--- config.mk ---
export PLATFORM = sky130hd
export DESIGN_NAME = lsdc_front
export DESIGN_NICKNAME = d
export VERILOG_FILES = /design/src/hw/lsdc_pkg.sv /design/src/hw/lsdc_front.sv /design/src/hw/lsdc_sync2.sv
export SDC_FILE = /design/constraint.sdc
export NUM_CORES = 1
export LEC_CHECK = 0
export ABC_AREA = 1
export BUFFER_PORTS_ARGS = -buffer_cell sky130_fd_sc_hd__buf_2
export CAP_MARGIN = 20
export CORE_MARGIN = 5
export CORE_UTILIZATION = 51
export CTS_BUF_LIST = sky130_fd_sc_hd__clkbuf_2 sky130_fd_sc_hd__clkbuf_4 sky130_fd_sc_hd__clkbuf_8
export CTS_CLUSTER_DIAMETER = 40
export DETAILED_ROUTE_END_ITERATION = 16
export PLACE_DENSITY = 0.76
export SLEW_MARGIN = 20
export SYNTH_ARGS = -nofsm -noshare
export SYNTH_HDL_FRONTEND = slang
export SYNTH_SLANG_ARGS = --single-unit
--- constraint.sdc ---
create_clock -name clk_i -period 2.8 [get_ports clk_i]
set_input_delay 0.7 -clock clk_i [delete_from_list [all_inputs] [get_ports clk_i]]
set_output_delay 0.7 -clock clk_i [all_outputs]
set_load 0.05 [all_outputs]
--- src/hw/lsdc_pkg.sv ---
// Package with constants and carrier types of the LCD segment data input front end.
package lsdc_pkg;

  // ****************************************************************
  // Geometry and counts
  // ****************************************************************
  localparam int unsigned LSDC_OUTPUTS     = 96;
  localparam int unsigned LSDC_BUS_BITS    = 4;
  localparam int unsigned LSDC_CNT_W       = 7;
  localparam logic [6:0]  LSDC_CNT_RESET   = 7'h00;
  localparam logic [6:0]  LSDC_PAR_STEP    = 7'h04;
  localparam logic [6:0]  LSDC_SER_STEP    = 7'h01;
  localparam logic [2:0]  LSDC_LIMIT_RESET = 3'h6;
  localparam int unsigned LSDC_LIMIT_STEP  = 16;

  // ****************************************************************
  // Drive level codes per output
  // ****************************************************************
  typedef enum logic [1:0] {
    LSDC_LVL_GND   = 2'h0,
    LSDC_LVL_BIAS0 = 2'h1,
    LSDC_LVL_BIAS2 = 2'h2,
    LSDC_LVL_BIAS3 = 2'h3
  } lsdc_level_type;

  // Configuration bits that would come from the command interface.
  typedef struct packed {
    logic       cascade_dir;
    logic       serial_mode;
    logic [2:0] bit_limit_sel;
  } lsdc_cfg_type;

  // Synchronised link pins.
  typedef struct packed {
    logic       capture_clk;
    logic       latch_pulse;
    logic       blank_n;
    logic       frame_inv;
    logic       enable_in;
    logic [3:0] data;
  } lsdc_pins_type;

  // Bit count reached for a limit selector code; 0 reads as 96.
  function automatic logic [6:0] lsdc_limit(input logic [2:0] sel);
    logic [6:0] lim;
    lim = 7'(LSDC_OUTPUTS);
    if (sel != 3'h0 && sel < LSDC_LIMIT_RESET)
    begin
      lim = 7'(LSDC_LIMIT_STEP * sel);
    end
    return lim;
  endfunction

endpackage

--- src/hw/lsdc_front.sv ---
// Segment-mode data capture, line latch and cascade enable of a 96-output LCD driver.
`timescale 1ns/1ps
`default_nettype none
module lsdc_front
  import lsdc_pkg::*;
#(
  parameter int unsigned OUTPUTS = lsdc_pkg::LSDC_OUTPUTS
) (
  input  wire logic                    clk_i,
  input  wire logic                    rst_n_i,
  input  wire lsdc_pkg::lsdc_cfg_type  cfg_i,
  input  wire logic                    data_capture_clock_i,
  input  wire logic                    line_latch_pulse_i,
  input  wire logic                    display_blank_n_i,
  input  wire logic                    frame_inversion_i,
  input  wire logic [3:0]              display_data_inputs_i,
  input  wire logic                    cascade_enable_a_i,
  output logic                         cascade_enable_a_o,
  output logic                         cascade_enable_a_oe_o,
  input  wire logic                    cascade_enable_b_i,
  output logic                         cascade_enable_b_o,
  output logic                         cascade_enable_b_oe_o,
  output logic                         selected_o,
  output logic [2*OUTPUTS-1:0]         lcd_drive_outputs_o
);

  import lsdc_pkg::*;

  // ****************************************************************
  // Pin synchronisation
  // ****************************************************************
  lsdc_pins_type pins_raw;
  lsdc_pins_type pins;
  lsdc_pins_type pins_rst;

  // The enable input comes from the pin that the direction bit makes an input.
  always_comb
  begin
    pins_raw.capture_clk = data_capture_clock_i;
    pins_raw.latch_pulse = line_latch_pulse_i;
    pins_raw.blank_n     = display_blank_n_i;
    pins_raw.frame_inv   = frame_inversion_i;
    pins_raw.enable_in   = cfg_i.cascade_dir ? cascade_enable_a_i
                                             : cascade_enable_b_i;
    pins_raw.data        = display_data_inputs_i;
    pins_rst             = '0;
    pins_rst.blank_n     = 1'b1;
    pins_rst.enable_in   = 1'b1;
  end

  lsdc_sync2 #(
    .WIDTH($bits(lsdc_pins_type))
  ) lsdc_sync2_inst (
    .clk_i      (clk_i),
    .rst_n_i    (rst_n_i),
    .async_i    (pins_raw),
    .reset_val_i(pins_rst),
    .sync_o     (pins)
  );

  // ****************************************************************
  // Edge history of synchronised strobes
  // ****************************************************************
  logic ck_prev_q;
  logic lp_prev_q;
  logic bl_prev_q;
  logic ck_rise;
  logic ck_fall;
  logic lp_fall;
  logic bl_release;

  // Edges of the strobes are taken from the synchronised copies only.
  always_ff @(posedge clk_i or negedge rst_n_i)
  begin
    if (!rst_n_i)
    begin
      ck_prev_q <= 1'b0;
      lp_prev_q <= 1'b0;
      bl_prev_q <= 1'b1;
    end
    else
    begin
      ck_prev_q <= pins.capture_clk;
      lp_prev_q <= pins.latch_pulse;
      bl_prev_q <= pins.blank_n;
    end
  end

  assign ck_rise    = pins.capture_clk & ~ck_prev_q;
  assign ck_fall    = ~pins.capture_clk & ck_prev_q;
  assign lp_fall    = ~pins.latch_pulse & lp_prev_q;
  assign bl_release = pins.blank_n & ~bl_prev_q;

  // ****************************************************************
  // Selection, bit counting and data latch
  // ****************************************************************
  logic [OUTPUTS-1:0] data_latch_q;
  logic [OUTPUTS-1:0] data_latch_d;
  logic [6:0]         count_q;
  logic [6:0]         count_d;
  logic               armed_q;
  logic               armed_d;
  logic               selected_q;
  logic               selected_d;
  logic               done_q;
  logic               done_d;
  logic [6:0]         limit;
  logic [6:0]         step;
  logic [6:0]         count_next;

  assign limit      = lsdc_limit(cfg_i.bit_limit_sel);
  assign step       = cfg_i.serial_mode ? LSDC_SER_STEP : LSDC_PAR_STEP;
  assign count_next = count_q + step;

  // The data latch is written regardless of blanking, as the panel only hides it.
  always_comb
  begin
    data_latch_d = data_latch_q;
    count_d      = count_q;
    armed_d      = armed_q;
    selected_d   = selected_q;
    done_d       = 1'b0;
    if (lp_fall)
    begin
      armed_d = 1'b1;
      count_d = LSDC_CNT_RESET;
    end
    else if (armed_q && !selected_q && !pins.enable_in)
    begin
      selected_d = 1'b1;
      armed_d    = 1'b0;
    end
    if (selected_q && ck_rise && !lp_fall)
    begin
      // Shift away from the input end so the first bit ends at the far end.
      if (cfg_i.serial_mode)
      begin
        data_latch_d = cfg_i.cascade_dir
          ? {data_latch_q[OUTPUTS-2:0], pins.data[0]}
          : {pins.data[0], data_latch_q[OUTPUTS-1:1]};
      end
      else
      begin
        data_latch_d = cfg_i.cascade_dir
          ? {data_latch_q[OUTPUTS-5:0], pins.data}
          : {pins.data, data_latch_q[OUTPUTS-1:4]};
      end
      count_d = count_next;
      if (count_next >= limit)
      begin
        selected_d = 1'b0;
        done_d     = 1'b1;
      end
    end
  end

  always_ff @(posedge clk_i or negedge rst_n_i)
  begin
    if (!rst_n_i)
    begin
      data_latch_q <= '0;
      count_q      <= LSDC_CNT_RESET;
      armed_q      <= 1'b0;
      selected_q   <= 1'b0;
      done_q       <= 1'b0;
    end
    else
    begin
      data_latch_q <= data_latch_d;
      count_q      <= count_d;
      armed_q      <= armed_d;
      selected_q   <= selected_d;
      done_q       <= done_d;
    end
  end

  // ****************************************************************
  // Cascade enable output
  // ****************************************************************
  logic en_low_q;
  logic en_low_d;
  logic pend_q;
  logic pend_d;

  // Low from the falling capture edge after the last bit to the next one.
  always_comb
  begin
    en_low_d = en_low_q;
    pend_d   = pend_q | done_q;
    if (ck_fall)
    begin
      en_low_d = pend_q | done_q;
      pend_d   = 1'b0;
    end
  end

  always_ff @(posedge clk_i or negedge rst_n_i)
  begin
    if (!rst_n_i)
    begin
      en_low_q <= 1'b0;
      pend_q   <= 1'b0;
    end
    else
    begin
      en_low_q <= en_low_d;
      pend_q   <= pend_d;
    end
  end

  // Direction bit decides which pin drives; the other stays an input.
  always_comb
  begin
    cascade_enable_a_o    = ~en_low_q;
    cascade_enable_b_o    = ~en_low_q;
    cascade_enable_a_oe_o = ~cfg_i.cascade_dir;
    cascade_enable_b_oe_o = cfg_i.cascade_dir;
  end

  assign selected_o = selected_q;

  // ****************************************************************
  // Line latch and output levels
  // ****************************************************************
  logic [OUTPUTS-1:0]   line_latch_q;
  logic [OUTPUTS-1:0]   line_latch_d;
  logic                 nonsel_q;
  logic                 nonsel_d;
  logic [2*OUTPUTS-1:0] drive_q;
  logic [2*OUTPUTS-1:0] drive_d;

  // Blanking clears the line latch and holds non-select until a latch pulse.
  always_comb
  begin
    line_latch_d = line_latch_q;
    nonsel_d     = nonsel_q;
    if (!pins.blank_n)
    begin
      line_latch_d = '0;
      nonsel_d     = 1'b1;
    end
    else if (lp_fall)
    begin
      line_latch_d = data_latch_q;
      nonsel_d     = 1'b0;
    end
  end

  // Select level follows data xor frame; non-select uses bias two or three.
  always_comb
  begin
    lsdc_level_type lvl;
    lvl     = LSDC_LVL_GND;
    drive_d = '0;
    for (int i = 0; i < OUTPUTS; i++)
    begin
      if (!pins.blank_n)
      begin
        lvl = LSDC_LVL_GND;
      end
      else if (line_latch_d[i] && !nonsel_d)
      begin
        lvl = pins.frame_inv ? LSDC_LVL_GND : LSDC_LVL_BIAS0;
      end
      else
      begin
        lvl = pins.frame_inv ? LSDC_LVL_BIAS3 : LSDC_LVL_BIAS2;
      end
      drive_d[2*i +: 2] = lvl;
    end
  end

  always_ff @(posedge clk_i or negedge rst_n_i)
  begin
    if (!rst_n_i)
    begin
      line_latch_q <= '0;
      nonsel_q     <= 1'b1;
      drive_q      <= '0;
    end
    else
    begin
      line_latch_q <= line_latch_d;
      nonsel_q     <= nonsel_d;
      drive_q      <= drive_d;
    end
  end

  assign lcd_drive_outputs_o = drive_q;

  // ****************************************************************
  // Assertions
  // ****************************************************************
  a_blank_forces_gnd: assert property (
    @(posedge clk_i) disable iff (!rst_n_i)
    (!pins.blank_n) |=> (drive_q == '0))
    else $error("Outputs not at ground during blanking.");

  a_blank_clears_line: assert property (
    @(posedge clk_i) disable iff (!rst_n_i)
    (!pins.blank_n) |=> (line_latch_q == '0))
    else $error("Line latch not cleared during blanking.");

  a_latch_on_fall: assert property (
    @(posedge clk_i) disable iff (!rst_n_i)
    (lp_fall && pins.blank_n) |=> (line_latch_q == $past(data_latch_q)))
    else $error("Line latch did not load on latch pulse fall.");

  a_release_nonsel: assert property (
    @(posedge clk_i) disable iff (!rst_n_i)
    (bl_release && !lp_fall) |=> nonsel_q)
    else $error("Non-select not held after blank release.");

  a_enable_low_one: assert property (
    @(posedge clk_i) disable iff (!rst_n_i)
    $fell(en_low_q) |-> $past(ck_fall))
    else $error("Enable output low did not end on a capture fall.");

  a_count_step: assert property (
    @(posedge clk_i) disable iff (!rst_n_i)
    (selected_q && ck_rise && !lp_fall) |=>
      (count_q == $past(count_q) + ($past(cfg_i.serial_mode) ? 7'h01 : 7'h04)))
    else $error("Bit count step wrong.");

  a_stop_at_limit: assert property (
    @(posedge clk_i) disable iff (!rst_n_i)
    (selected_q && count_q >= limit) |-> 1'b0)
    else $error("Still selected past bit limit.");

  a_select_on_enable: assert property (
    @(posedge clk_i) disable iff (!rst_n_i)
    (armed_q && !selected_q && !pins.enable_in && !lp_fall) |=> selected_q)
    else $error("Not selected on low enable input.");

  a_dir_pins: assert property (
    @(posedge clk_i) disable iff (!rst_n_i)
    cascade_enable_a_oe_o != cascade_enable_b_oe_o)
    else $error("Both or neither enable pins driven.");

endmodule
`default_nettype wire

--- src/hw/lsdc_sync2.sv ---
// Two-flop synchroniser for a vector of pin inputs.
`timescale 1ns/1ps
`default_nettype none
module lsdc_sync2 #(
  parameter int unsigned WIDTH = 1
) (
  input  wire logic             clk_i,
  input  wire logic             rst_n_i,
  input  wire logic [WIDTH-1:0] async_i,
  input  wire logic [WIDTH-1:0] reset_val_i,
  output logic      [WIDTH-1:0] sync_o
);

  logic [WIDTH-1:0] meta_q;
  logic [WIDTH-1:0] meta_d;
  logic [WIDTH-1:0] sync_q;
  logic [WIDTH-1:0] sync_d;
  logic             seeded_q;

  // The first stage feeds only the second; the reset value seeds after release.
  always_comb
  begin
    meta_d = async_i;
    sync_d = seeded_q ? meta_q : reset_val_i;
  end

  // Both stages clear to zero so no port value enters the reset branch.
  always_ff @(posedge clk_i or negedge rst_n_i)
  begin
    if (!rst_n_i)
    begin
      meta_q   <= '0;
      sync_q   <= '0;
      seeded_q <= 1'b0;
    end
    else
    begin
      meta_q   <= meta_d;
      sync_q   <= sync_d;
      seeded_q <= 1'b1;
    end
  end

  // The seed value shows until the second edge after release, so no strobe sees a false edge.
  assign sync_o = seeded_q ? sync_q : reset_val_i;

endmodule
`default_nettype wire

* After elaboration in Yosys (flattened, before gate mapping) *
Index checks and enable logic that the tools add are counted.

storage, ports and cells
  output and inout bits = 197
  logic and storage cells = 352
  input bits = 17
  bits in registers = 418

operators by class
  multiplexer cells = 217
  reductions and logical operators = 108
  order comparisons = 2
  bitwise gates (word level) = 9
  add/sub/neg operators = 1

operator list
  cell                  count
  $mux W96              5
  $mux W2               192
  $logic_and A1 B1 Y1   101
  $mux W7               3
  $mux W9               2
  $mux W1               14
  $add A7 B3 Y7         1
  $ge A7 B7 Y1          1
  $not A1 Y1            5
  $logic_not A1 Y1      4
  $reduce_bool A2 Y1    2
  $and A1 B1 Y1         3
  $lt A3 B3 Y1 const B  1
  $mux W3               1
  $reduce_bool A3 Y1    1
  $or A1 B1 Y1          1

* Longest topological paths before layout *
  depth after elaboration = 9
  mapped depth = 17
  mapped depth without buffers = 14

* Hierarchy *
From an unflattened synthesis, not the netlist that was laid out.

unflattened totals
  cells, all modules = 2444
  area total of the unflattened synthesis = 19137.1 um^2

by module, submodules not included
  module      instances  cells each  area an instance (um^2)  sequential area each (um^2)
  lsdc_front  1          2376        18462.7                  9985.8
  lsdc_sync2  1          68          674.4                    475.5

* Worst setup path after synthesis *
OpenSTA, ideal clock, no wires.

  path type = input to register
  start = in cfg_i[3] (netlist name)
  end = reg selected_q (netlist: selected_o)
  required time = 2722 ps
  library setup time = 78 ps
  setup slack = -32 ps
  stages = 17
  path buffers = 3
  data arrival time = 2754 ps
  cell sequence = buf_2 -> inv_1 -> buf_2 -> clkbuf_1 -> ha_1 -> nand2_1 -> nand2_1 -> nand3_1 -> xor2_1 -> ha_1 -> nand2_1 -> inv_1 -> nand3_1 -> nor2_1 -> nand2_1 -> nand2_1 -> a21oi_1

between the ends
  longest elaborated chain between the ends = 5

RTL lines
  what                  line               text
  start, declared       lsdc_front.sv:11   input wire lsdc_pkg::lsdc_cfg_type cfg_i,
  $mux W3               lsdc_front.sv:112  assign step = cfg_i.serial_mode ? LSDC_SER_STEP : LSDC_PAR_STEP;
  $add A7 B3 Y7         lsdc_front.sv:113  assign count_next = count_q + step;
  $ge A7 B7 Y1          lsdc_front.sv:149  if (count_next >= limit)
  $mux W1               lsdc_front.sv:149
  $mux W1               lsdc_front.sv:133  if (selected_q && ck_rise && !lp_fall)
  named net selected_d  lsdc_front.sv:104  logic selected_d;
  end signal, assigned  lsdc_front.sv:172  selected_q <= selected_d;
  end, declared         lsdc_front.sv:103  logic selected_q;

The timed path passes the listed nets, and every way through them passes these cells.
A chain may end at the register's enable or synchronous reset.

* Worst setup path after layout *
  start = reg lsdc_sync2_inst.seeded_q
  end = reg data_latch_q[57]

between the ends
  longest elaborated chain between the ends = 5
  elaborated cells between the ends (all ways) = 7
  classes of those cells = mux (1); bitwise (3); reduce/logical (3)

RTL lines
  what                    line               text
  start, declared         lsdc_sync2.sv:18   logic seeded_q;
  start signal, assigned  lsdc_sync2.sv:34   seeded_q <= 1'b0;
  start signal, assigned  lsdc_sync2.sv:40   seeded_q <= 1'b1;
  $mux W9 *               lsdc_sync2.sv:45   assign sync_o = seeded_q ? sync_q : reset_val_i;
  $not A1 Y1              lsdc_front.sv:91   assign lp_fall = ~pins.latch_pulse & lp_prev_q;
  $and A1 B1 Y1           lsdc_front.sv:91
  $logic_not A1 Y1        lsdc_front.sv:133
  $logic_and A1 B1 Y1 *   lsdc_front.sv:133
  end signal, assigned    lsdc_front.sv:169  data_latch_q <= data_latch_d;
  end, declared           lsdc_front.sv:97   logic [OUTPUTS-1:0] data_latch_q;

Every way passes the cells marked *; elsewhere a longest branch is shown, timed or not.

==> impl_metrics.toml <==
[outcome]
outcome = "completed"

[floorplan]
dieHeight_microns = 206
start_util_pct = 51.9
die-width_microns = 206
die_area_sq_um = 42500
rows = 71
core_sq_um = 37800
ios = 214

[sta]
finalClockSkew_ns = 0.0346
fin_crit_sh_pct = 85.3
finalSetupViolations = 0
slew_headroom_pct = 35.0
slew_viol_final = 0
hold_viol_final = 0
rsz0062_at_grt = "no"
hold_slack_ns = 0.0621
layout_min_cycle_time_ns = 2.39
timing.fmax_ghz = 0.419
fin_ws_ns = 0.411
setup_tns_ns = 0
tightest_slew_ns = 0.975

[clocking]
cts.sinks = 418
htreeDepth = 3
numCtsBuffers = 73
clockBufferDepth = 3
clk_pin_slew_worst_paths_ns = 0.06
insertion_delay_ns = 0.61
clockRootBuffer = "clkbuf_8"
ctsHoldBuffers = 0
ctsResizeCount = 0
cts_setup_buffers = 0
cts_tree = "done"

[cells_and_area]
drive_above_1_share_pct = 16.0
final_cells = 3246
syn2layout_area_growth_pct = 15.5
multi_input_area_sq_um = 6890
fillerInstances = 3353
final_core_util_pct = 59.9
final_nets = 2699
final-seq-area_sq_um = 10500
final_area_sq_um = 22700

[synthesis]
synthTopCellsByArea = "dfrtp_1 53%, nor2_1 9.9%, nand2_1 9.3%"
ys_types = 31
synth_common_cells = "519 x nor2_1, 487 x nand2_1, 417 x dfrtp_1, 366 x inv_1, 213 x nand3_1"
netlist.top_cell.by_area = "dfrtp_1"
synthFlopType = "dfrtp_1"
synth_nets = 2540
yosysWarnings = 0
syn_inst = 2517
yosysSeqAreaShare_pct = 53.3
netlist.area_leader.share_pct = 53.2
syn_area_per_cell_sq_um = 7.80
ys_async_sr_fraction_pct = 100
syn-cell-area_sq_um = 19600
synth_edf_count = 0
ys_ff_latch = 418
synth_most_common_cell = "nor2_1"

[detailed_routing]
drt_wl_total_microns = 46100
vias = 16309
drt_iter0_drc = 1327
drc_errors = 0
viasPerCell = 5.02
wire_per_inst_microns = 14.2
ant_nets = 0
drtPass1Iterations = 8

[power_and_ir_drop]
p_leak_nw = 12.5
power.total_mw = 21.4
p_per_area_nw_per_um2 = 946
ir_drop_v = 0.000647

[global_route]
grt_max_degree = 109
grt-ovfl-total = 0
track_usage_pct = 22.0
grt_pass1_wl_microns = 78000
antenna_found_initial = 1
grt_pass1_vias = 15725

[worst_setup_path]
cp.required_ns = 3.29
path_cells = "nand2_4 -> nand2_4 -> nand2_2 -> inv_6 -> buf_12 -> nor2_1 -> a31oi_1"
path_max_fanout = 69
critPathCaptureType = "flop"
slowest_stage = "dfrtp_1"
startpoint_type = "flop"
cp.arrival_ns = 2.88
critical_path_class = "reg -> reg"
slowest_delay_ns = 0.51
cp_common_cell = "nand2_4"

[placed_design]
pre_cts_slack_ns = 0.255
dp_hpwl_microns = 30200
placed_area_sq_um = 20900
place_congestion = 0.855
io_buffers = 213
dp_cells = 3112

[flow_run]
maxCapViolCount = 0

[worst_hold_path]
hold_path.class = "in -> async"
==> worst max-delay path: cells and delay by family, from the launching register on <==
kind / cells / cell delay [ns]
buf+inv: 2 / 0.61
simple gates: 4 / 0.92
flops: 1 / 0.51
compound gates: 1 / 0.18
==> layer usage <==
| layer | vias to the layer above | global-route usage, % | routed length (microns) |
|---|---|---|---|
| met3 | 65 | 4.49 | 3360 |
| met2 | 570 | 32.9 | 20500 |
| met5 | - | 0 | 0 |
| met4 | 0 | 6.70 | 765 |
| met1 | 7623 | 32.4 | 21500 |
| li1 | 8051 | - | - |
==> kinds of logic (layout without fill, tap and decap cells) <==
family | Yosys count | in the layout | share of synthesized area, %
buf+inv | 535 | 752 | 11.6
simple gates | 1267 | 1267 | 26.6
other cells | 1 | 2 | 0.0191
fa+ha+maj | 6 | 6 | 0.382
flops | 418 | 418 | 53.3
compound gates | 286 | 286 | 7.94
xor+xnor | 4 | 4 | 0.179
==> state kept, by name, summed over array words and instances (netlist names) <==
name and flops:
en_low_q 1, lsdc_sync2_inst.meta_q 9, armed_q 1, done_q 1, lsdc_sync2_inst.sync_q 9, lcd_drive_outputs_o 192
data_latch_q 96, lsdc_sync2_inst.seeded_q 1, lp_prev_q 1, nonsel_q 1, count_q 7, selected_o 1
ck_prev_q 1, line_latch_q 96, pend_q 1
==> final timing paths <==
kind                                                      from                                   to  slack, ns  cells after the start
max reg2reg                 lsdc_sync2_inst.seeded_q$_DFF_PN0_         data_latch_q[57]$_DFFE_PN0P_       0.41                      7
max                         lsdc_sync2_inst.seeded_q$_DFF_PN0_         data_latch_q[57]$_DFFE_PN0P_       0.41                      7
min                                                    rst_n_i               count_q[6]$_DFFE_PN0P_       0.06                      1
min reg2reg                lsdc_sync2_inst.meta_q[4]$_DFF_PN0_  lsdc_sync2_inst.sync_q[4]$_DFF_PN0_       0.42                      1
max in group asynchronous                              rst_n_i   lcd_drive_outputs_o[109]$_DFF_PN0_       1.90                      2
min in group clk_i                    display_data_inputs_i[3]  lsdc_sync2_inst.meta_q[3]$_DFF_PN0_       0.21                      1
==> cell usage in the layout, fill, tap and decap left out, types with 5 or more instances in the layout <==
| cell | instances |
|---|---|
| ha_1 | 6 |
| nor2_2 | 24 |
| buf_2 | 210 |
| nand3_2 | 16 |
| a31oi_1 | 82 |
| clkbuf_8 | 92 |
| nor2_1 | 519 |
| nand2_1 | 487 |
| nand3_1 | 213 |
| clkbuf_4 | 17 |
| inv_1 | 364 |
| o21ai_0 | 181 |
| bufinv_16 | 9 |
| buf_4 | 26 |
| dfrtp_1 | 416 |
| buf_12 | 13 |
| o211ai_1 | 5 |
| clkinv_2 | 12 |
| a21oi_1 | 10 |
==> power by group <==
group	switching [mW]	internal, mW	total [mW]
clock	2.53	4.03	6.56
sequential	0.783	7.55	8.34
combinational	4.80	1.75	6.55
==> cell type report <==
type / count / area share [%]
antenna: 1 / 0.0110
clock buffer: 109 / 6.15
clock inverter: 24 / 1.57
inverter: 368 / 6.14
multi-input combinational: 1564 / 30.4
sequential: 418 / 46.2
tap: 511 / 2.82
timing repair buffer: 251 / 6.76
Power figures use the tool's default switching activity.
